<file path="config.mk">
export PLATFORM = sky130hd
export DESIGN_NAME = eqf_coeff_regs
export DESIGN_NICKNAME = d
export VERILOG_FILES = /design/src/core/eqf_coeff_regs.v
export VERILOG_INCLUDE_DIRS = /design/src /design/src/core
export SDC_FILE = /design/constraint.sdc
export NUM_CORES = 2
export LEC_CHECK = 0
export BUFFER_PORTS_ARGS = -buffer_cell sky130_fd_sc_hd__clkbuf_2
export CELL_PAD_IN_SITES_DETAIL_PLACEMENT = 1
export CELL_PAD_IN_SITES_GLOBAL_PLACEMENT = 2
export CORE_UTILIZATION = 44
export DETAILED_ROUTE_END_ITERATION = 10
export GPL_TIMING_DRIVEN = 0
export MAX_ROUTING_LAYER = met4
export PLACE_DENSITY_LB_ADDON = 0.1
export SYNTH_ARGS = -nofsm -noshare
export SYNTH_HDL_FRONTEND = slang
export SYNTH_SLANG_ARGS = --single-unit
</file>
<file path="constraint.sdc">
create_clock -name clk_i -period 13.3 [get_ports clk_i]
set_input_delay 1.995 -clock clk_i [delete_from_list [all_inputs] [get_ports clk_i]]
set_output_delay 1.995 -clock clk_i [all_outputs]
set_load 0.01 [all_outputs]
</file>
<file path="src/core/eqf_defs.vh">
// register offsets, field layout and reset values of the channel b equalizer filter coefficients
`ifndef EQF_DEFS_VH
`define EQF_DEFS_VH

`define EQF_ADDR_W          12
`define EQF_TAP6_OFFSET     12'h453
`define EQF_TAP7_OFFSET     12'h455
`define EQF_TAP8_OFFSET     12'h457
`define EQF_TAP9_OFFSET     12'h459
`define EQF_TAP1_OFFSET     12'h448
`define EQF_TAP2_OFFSET     12'h44a
`define EQF_TAP3_OFFSET     12'h44c
`define EQF_TAP4_OFFSET     12'h44e
`define EQF_TAP5_OFFSET     12'h450
`define EQF_MODE_OFFSET     12'h460
`define EQF_REG_W           16
`define EQF_COEFF_W         12
`define EQF_CTAP_W          18
`define EQF_COEFF_MSB       11
`define EQF_REG_RESET       16'h0000
`define EQF_NUM_TAPS        9

`endif

</file>
<file path="src/core/eqf_coeff_regs.v">
// channel b equalizer filter: tap six to nine coefficient registers and nine tap datapath
//
// What this block does
// each coefficient is 12-bit signed two's complement in bits 11:0 of 16-bit register
// registers at 0x455, 0x457, 0x459 feed taps seven, eight and nine
// tap-six register feeds sixth tap, just before the seventh tap
// these coefficients drive only the channel b filter, only in dual-channel mode
// reset clears every coefficient register to zero, reserved bits too
// reading the ninth-tap register always returns zero in the coefficient msb
// nine taps; fifth is centre tap with 18-bit coefficient, others 12-bit
// output is the sum of nine coefficient-sample products, tap one on newest sample
//
// Decided for this implementation: the plain strobed port.
`timescale 1ns/1ns
`default_nettype none
`include "eqf_defs.vh"

module eqf_coeff_regs #(
    parameter SAMPLE_W = 12,
    parameter ACC_W    = 34
) (
    input  wire                        clk_i,
    input  wire                        reset_i,
    input  wire [`EQF_ADDR_W-1:0]      reg_addr_i,
    input  wire [`EQF_REG_W-1:0]       reg_wdata_i,
    input  wire                        reg_wr_i,
    input  wire                        reg_rd_i,
    output reg  [`EQF_REG_W-1:0]       reg_rdata_o,
    input  wire [`EQF_COEFF_W*4-1:0]   tap1_4_coeff_i,
    input  wire [`EQF_CTAP_W-1:0]      tap5_coeff_i,
    input  wire                        sample_valid_i,
    input  wire signed [SAMPLE_W-1:0]  sample_i,
    output reg                         out_valid_o,
    output reg  signed [ACC_W-1:0]     filter_out_o,
    output reg                         dual_mode_o
);

    // ------------------------------------------------------------
    // register file
    // ------------------------------------------------------------
    // index 0..3 hold taps six to nine; whole 16-bit words kept, reserved bits are r/w
    reg  [`EQF_REG_W-1:0] coeff_r [0:3];
    reg                   dual_mode_r;

    function [2:0] tap_index;
        input [`EQF_ADDR_W-1:0] addr;
        begin
            case (addr)
                `EQF_TAP6_OFFSET: tap_index = 3'b100;
                `EQF_TAP7_OFFSET: tap_index = 3'b101;
                `EQF_TAP8_OFFSET: tap_index = 3'b110;
                `EQF_TAP9_OFFSET: tap_index = 3'b111;
                default:          tap_index = 3'b000;
            endcase
        end
    endfunction

    wire [2:0] wr_idx;
    wire [2:0] rd_idx;
    assign wr_idx = tap_index(reg_addr_i);
    assign rd_idx = tap_index(reg_addr_i);

    genvar g;
    generate
        for (g = 0; g < 4; g = g + 1) begin : g_coeff
            always @(posedge clk_i) begin
                if (reset_i) begin
                    coeff_r[g] <= `EQF_REG_RESET;
                end else if (reg_wr_i && wr_idx[2] && (wr_idx[1:0] == g)) begin
                    coeff_r[g] <= reg_wdata_i;
                end
            end
        end
    endgenerate

    always @(posedge clk_i) begin
        if (reset_i) begin
            dual_mode_r <= 1'b0;
        end else if (reg_wr_i && reg_addr_i == `EQF_MODE_OFFSET) begin
            dual_mode_r <= reg_wdata_i[0];
        end
    end

    // read data stands only in the cycle after the strobe; unmapped reads return zero
    reg [`EQF_REG_W-1:0] rdata_nxt;
    always @* begin
        rdata_nxt = {`EQF_REG_W{1'b0}};
        if (reg_rd_i) begin
            if (rd_idx[2]) begin
                rdata_nxt = coeff_r[rd_idx[1:0]];
                if (rd_idx[1:0] == 2'b11) begin
                    // readback path of the ninth tap loses its sign bit
                    rdata_nxt[`EQF_COEFF_MSB] = 1'b0;
                end
            end else if (reg_addr_i == `EQF_MODE_OFFSET) begin
                rdata_nxt = {{(`EQF_REG_W-1){1'b0}}, dual_mode_r};
            end
        end
    end

    always @(posedge clk_i) begin
        if (reset_i) begin
            reg_rdata_o <= {`EQF_REG_W{1'b0}};
            dual_mode_o <= 1'b0;
        end else begin
            reg_rdata_o <= rdata_nxt;
            dual_mode_o <= dual_mode_r;
        end
    end

    // ------------------------------------------------------------
    // filter datapath
    // ------------------------------------------------------------
    // coefficients in tap order one to nine, sign-extended to the centre tap width
    wire signed [`EQF_CTAP_W-1:0] tap_c [0:8];
    generate
        for (g = 0; g < 4; g = g + 1) begin : g_low
            assign tap_c[g] = {{(`EQF_CTAP_W-`EQF_COEFF_W){tap1_4_coeff_i[g*12+11]}},
                               tap1_4_coeff_i[g*12 +: 12]};
            assign tap_c[g+5] = {{(`EQF_CTAP_W-`EQF_COEFF_W){coeff_r[g][`EQF_COEFF_MSB]}},
                                 coeff_r[g][`EQF_COEFF_W-1:0]};
        end
    endgenerate
    assign tap_c[4] = tap5_coeff_i;

    // delay line: stage 0 is the newest sample
    reg signed [SAMPLE_W-1:0] dly_r [0:8];
    integer k;
    always @(posedge clk_i) begin
        if (reset_i) begin
            for (k = 0; k < 9; k = k + 1) begin
                dly_r[k] <= {SAMPLE_W{1'b0}};
            end
        end else if (sample_valid_i && dual_mode_r) begin
            dly_r[0] <= sample_i;
            for (k = 1; k < 9; k = k + 1) begin
                dly_r[k] <= dly_r[k-1];
            end
        end
    end

    // products of 18 x 12 bits need 30 bits; nine of them fit in ACC_W
    // own loop index so the delay line process stays the only driver of k
    reg signed [ACC_W-1:0] acc_nxt;
    integer j;
    always @* begin
        acc_nxt = {ACC_W{1'b0}};
        for (j = 0; j < 9; j = j + 1) begin
            acc_nxt = acc_nxt + tap_c[j] * dly_r[j];
        end
    end

    reg load_r;
    always @(posedge clk_i) begin
        if (reset_i) begin
            load_r       <= 1'b0;
            out_valid_o  <= 1'b0;
            filter_out_o <= {ACC_W{1'b0}};
        end else begin
            load_r      <= sample_valid_i && dual_mode_r;
            out_valid_o <= load_r;
            if (load_r) begin
                filter_out_o <= acc_nxt;
            end
        end
    end

endmodule // eqf_coeff_regs
`default_nettype wire

</file>
# Word-level counts from Yosys, hierarchy flattened
# Memory sizes are Yosys's and may differ from the RTL's.
# Index checks and enable logic that the tools add are counted.
# totals
mem_count	2
reg_bits	54
wordCells	90
output_inout_bits	52
in_bits	111
mem_bits_rw	172
# memory_table
memory	depth	width	rd	rd_clocked_by_memory_dff	write_ports	line_no	rtl
dly_r	9	12	9	0	9	eqf_coeff_regs.v:127	reg signed [SAMPLE_W-1:0] dly_r [0:8];
coeff_r	4	16	5	0	4	eqf_coeff_regs.v:42	reg [`EQF_REG_W-1:0] coeff_r [0:3];
# classes
n_mux	34
n_eq_ne	8
bitwise	14
n_reduce_logical	9
mul	9
addsub	8
# ops
op	n
multiplier 12 x 12 -> 24 bit	8
two-way mux 12 bit	9
two-way mux 16 bit	5
== test 12 x 11 -> 1 bit (second input constant)	5
adder 33 x 24 -> 34 bit	1
adder 34 x 24 -> 34 bit	1
adder 32 x 24 -> 33 bit	1
adder 31 x 24 -> 32 bit	1
adder 27 x 30 -> 31 bit	1
multiplier 18 x 12 -> 30 bit	1
adder 26 x 24 -> 27 bit	1
adder 25 x 24 -> 26 bit	1
adder 24 x 24 -> 25 bit	1
two-way mux 1 bit	19
OR 1 bit	13
case mux 3 bit (4 select lines)	1
logical AND 1 bit	7
== test 2 bit (second input constant)	2
== test 2 x 1 -> 1 bit (second input constant)	1
zero test 2 bit	1
OR reduction 2 bit	1
NOT 1 bit	1

# Depth between registers and ports, before layout
# An unclocked memory read counts as a cell.
# depth
word_depth	10
ltp_mapped	33
mapped_depth_nobuf	32

# Least setup slack after synthesis
# No wires, ideal clock.
# synth_timing
path_kind	in2reg
from	input port tap1_4_coeff_i[47]
to	register filter_out_o[29]
t_required_ns	13.178
setup_ns	0.122
n_path_buf	1
arrival_ns	10.334
stages	27
setup_slack_ns	2.844
cell_sequence	clkbuf_1 nand2_1 inv_1 fa_1 fa_1 inv_1 fa_1 inv_1 fa_1 fa_1 fa_1 fa_1 fa_1 fa_1 fa_1 inv_1 fa_1 inv_1 ha_1 a21oi_1 o221ai_1 a2111oi_2 a2bb2oi_2 a21boi_2 o21ai_2 mux2_1 a311o_1
# synth_via
elab_chain_cells	7
# synth_rtl
item	line_no	rtl
start, declared	eqf_coeff_regs.v:29	input wire [`EQF_COEFF_W*4-1:0] tap1_4_coeff_i,
multiplier 12 x 12 -> 24 bit	eqf_coeff_regs.v:149	acc_nxt = acc_nxt + tap_c[j] * dly_r[j];
adder 26 x 24 -> 27 bit	eqf_coeff_regs.v:149	
adder 27 x 30 -> 31 bit	eqf_coeff_regs.v:149	
adder 31 x 24 -> 32 bit	eqf_coeff_regs.v:149	
adder 32 x 24 -> 33 bit	eqf_coeff_regs.v:149	
adder 33 x 24 -> 34 bit	eqf_coeff_regs.v:149	
adder 34 x 24 -> 34 bit	eqf_coeff_regs.v:149	
end signal, assigned	eqf_coeff_regs.v:158	filter_out_o <= {ACC_W{1'b0}};
end signal, assigned	eqf_coeff_regs.v:163	filter_out_o <= acc_nxt;
end, declared	eqf_coeff_regs.v:34	output reg signed [ACC_W-1:0] filter_out_o,
# Every way passes these cells.
# A chain may end at the register's enable or synchronous reset.

# Worst setup path in the final report
# Same ends and word-level chain as after synthesis.

==> reports/results.ini <==
[status]
status = complete, no violations

[routing]
via_per_inst = 5.05
wl_mm = 227
drtIter0Drc = 3212
drc = 0
wl_per_cell_um = 26.1
drtAntennaViolNets = 0
firstDrtPassIters = 5
dr_total_vias = 44000

[yosys]
syn_area_sq_um = 65200
syn_avg_cell_area_sq_um = 9.93
yosysUniqueCellTypes = 64
syn-instance-count = 6568
ys_seq_area_share_pct = 9.58
ys_async_sr_fraction_pct = 0
ys_warn_count = 0
synth_seq_cells = 226
synth-edff-count = 172
synthesis.nets = 8807
synthFlopType = edfxtp_1

[final_layout]
layout.cells.most_common = inv_1
areaGrowthSynthToFinish_pct = 6.70
layoutNonFillerInstCount = 8710
layout-drive-gt1-share_pct = 3.49
final_cell_mix = inv_1, fa_1, nand2_1
nNetsFinal = 9004

[run]
cap_violations = 0

[sta]
slew_viol_final = 0
setup_ws_ns = 2.20
fin_tns_setup_ns = 0
fin_skew_ns = 0.0462
rsz0062_at_grt = no
final_hold_viol_count = 0
clock.fmax_ghz = 0.0901
fin_crit_sh_pct = 83.5
worst_pin_slew_ns = 1.04
setup_violations = 0
fin_crit_ns = 11.10
slew-limit-headroom_pct = 29.8

[floorplan]
die_h_um = 387
start_util_pct = 44.5
rows = 140
ioPinCount = 163
core_sq_um = 146000
fp.dieArea_sq_um = 150000
die_w_um = 387

[cts]
cts_root_buffer = clkbuf_16
numCtsBuffers = 31
clockBufferDepth = 3
cts_tree = done
hold_buffers = 0
clk-insertion-delay-late_ns = 0.69
cts-resized-gates = 0
clkSinkCount = 226
cts_setup_buffers = 0
cts.htree.levels = 1
clkSlewWorstSetupHoldPaths_ns = 0.07

[setup_path]
path_max_fanout = 10
end_kind = flip-flop
crit_arrival_ns = 11.65
crit_path_frequent_cell = fa_1
crit_required_ns = 13.85
cp-start-kind = primary input
critPathBufInv = 7
cp_slowest_cell = fa_1
slowest_delay_ns = 0.64
worst-setup-path-type = in2reg
cpLargestDelayFamily = adder cells

[global_route]
grt_pass1_wl_mm = 339
overflow = 0
grt_max_degree = 53
antenna_found_initial = 8
grtUsageTotal_pct = 32.3
grt_pass1_vias = 49400

[place]
place_congestion = 0.969
io_buffers = 160
dp.cells = 8649
place_hpwl_mm = 202
place_ws_ns = 1.56

[min_path]
hp-class = reg2reg

## flip-flops by register name, indices dropped and copies added, names as in the netlist
| register | count |
|---|---|
| load_r | 1 |
| reg_rdata_o | 16 |
| filter_out_o | 34 |
| coeff_r | 64 |
| dual_mode_o | 1 |
| out_valid_o | 1 |
| dly_r | 108 |
| dual_mode_r | 1 |
## final timing paths
path,start,endpoint,slack (ns),cells after the start
setup / recovery,tap1_4_coeff_i[47],filter_out_o[29],2.20,28
hold / removal,filter_out_o[32],filter_out_o[32],0.47,2
setup reg to reg,dly_r[0][39],filter_out_o[29],2.90,25
hold reg to reg,filter_out_o[32],filter_out_o[32],0.47,2
## worst register-to-register path, stage by stage (launching register included)
cell and delay [ns]:
edfxtp_1 0.55, clkbuf_1 0.65, nand2_1 0.30, fa_1 0.78, fa_1 0.50, fa_1 0.54, inv_1 0.32, fa_1 0.49
fa_1 0.64, fa_1 0.50, fa_1 0.63, fa_1 0.45, fa_1 0.48, fa_1 0.50, inv_1 0.05, fa_1 0.47
inv_1 0.04, ha_1 0.46, nand4_1 0.17, nor2_1 0.20, and3_1 0.24, or3b_4 0.40, a21boi_2 0.22, o21ai_2 0.08
mux2_1 0.32, a311o_1 0.31
## final cells by class
| type | instances | area (sq um) |
|---|---|---|
| sequential | 226 | 6250 |
| tap | 1917 | 2400 |
| clock buffer | 38 | 802 |
| antenna | 3 | 7.51 |
| multi-input combinational | 4032 | 50300 |
| inverter | 2039 | 7650 |
| buffer | 271 | 1050 |
| timing repair buffer | 164 | 886 |
| clock inverter | 20 | 256 |
| fill | 16600 | 76900 |
## synthesized netlist by cell type, types with 3 or more instances
| cell type | instances | area (sq um) |
|---|---|---|
| buf_2 | 3 | 15.0 |
| o22ai_1 | 4 | 25.0 |
| nor3_1 | 11 | 55.1 |
| fa_1 | 1796 | 36000 |
| buf_1 | 6 | 22.5 |
| a211oi_1 | 5 | 37.5 |
| a21o_1 | 14 | 105 |
| a21oi_1 | 52 | 260 |
| and2_1 | 626 | 3920 |
| mux2i_1 | 32 | 320 |
| xnor2_1 | 29 | 254 |
| nand2b_1 | 56 | 350 |
| dfxtp_1 | 54 | 1080 |
| inv_1 | 2037 | 7650 |
| clkbuf_1 | 258 | 968 |
| nor2_1 | 81 | 304 |
| a211o_1 | 3 | 26.3 |
| nor2b_1 | 30 | 188 |
| o21ai_1 | 3 | 15.0 |
| nand4_1 | 4 | 25.0 |
| and3_1 | 114 | 713 |
| nand2_1 | 746 | 2800 |
| o21a_1 | 7 | 52.6 |
| ha_1 | 332 | 4150 |
| nand3_1 | 7 | 35.0 |
| o31ai_1 | 3 | 22.5 |
| edfxtp_1 | 172 | 5160 |
| o21ai_0 | 24 | 120 |
| a31oi_1 | 3 | 18.8 |
| xor2_1 | 10 | 87.6 |
## stage by stage
stage / utilization (%) / hold WS [ns] / cell area, sq um
2_1_floorplan: - / 0.445 / 65200
3_3_place_gp: 46.7 / 0.457 / 68400
3_5_place_dp: 46.8 / 0.467 / 68500
4_1_cts: 47.5 / 0.477 / 69600
5_1_grt: 47.5 / 0.505 / 69600
6_report: 47.5 / 0.475 / 69600
## logic make-up (layout without fill, tap and decap cells)
kind of cell | after synthesis | count (layout) | share of synthesized area, %
adders and majority gates | 2128 | 2128 | 61.5
buffers and inverters | 2310 | 2532 | 13.3
other | 0 | 3 | 0
and+or+nand+nor | 1689 | 1689 | 13.1
DFF | 226 | 226 | 9.58
muxes | 35 | 35 | 0.543
xor gates and xnor gates | 39 | 39 | 0.524
AOI/OAI and AO/OA | 141 | 141 | 1.43
## per-layer routing
layer | track usage [%] | routed length [um] | part of all wire [%]
met5 | - | 0 | 0
met4 | 5.45 | 4450 | 2.0
met2 | 50.4 | 107000 | 47
met3 | 2.69 | 11200 | 4.9
met1 | 47.0 | 105000 | 46
Power is not shown: default switching activity piles up to over one toggle a cycle in this logic, so the estimate is an artifact.
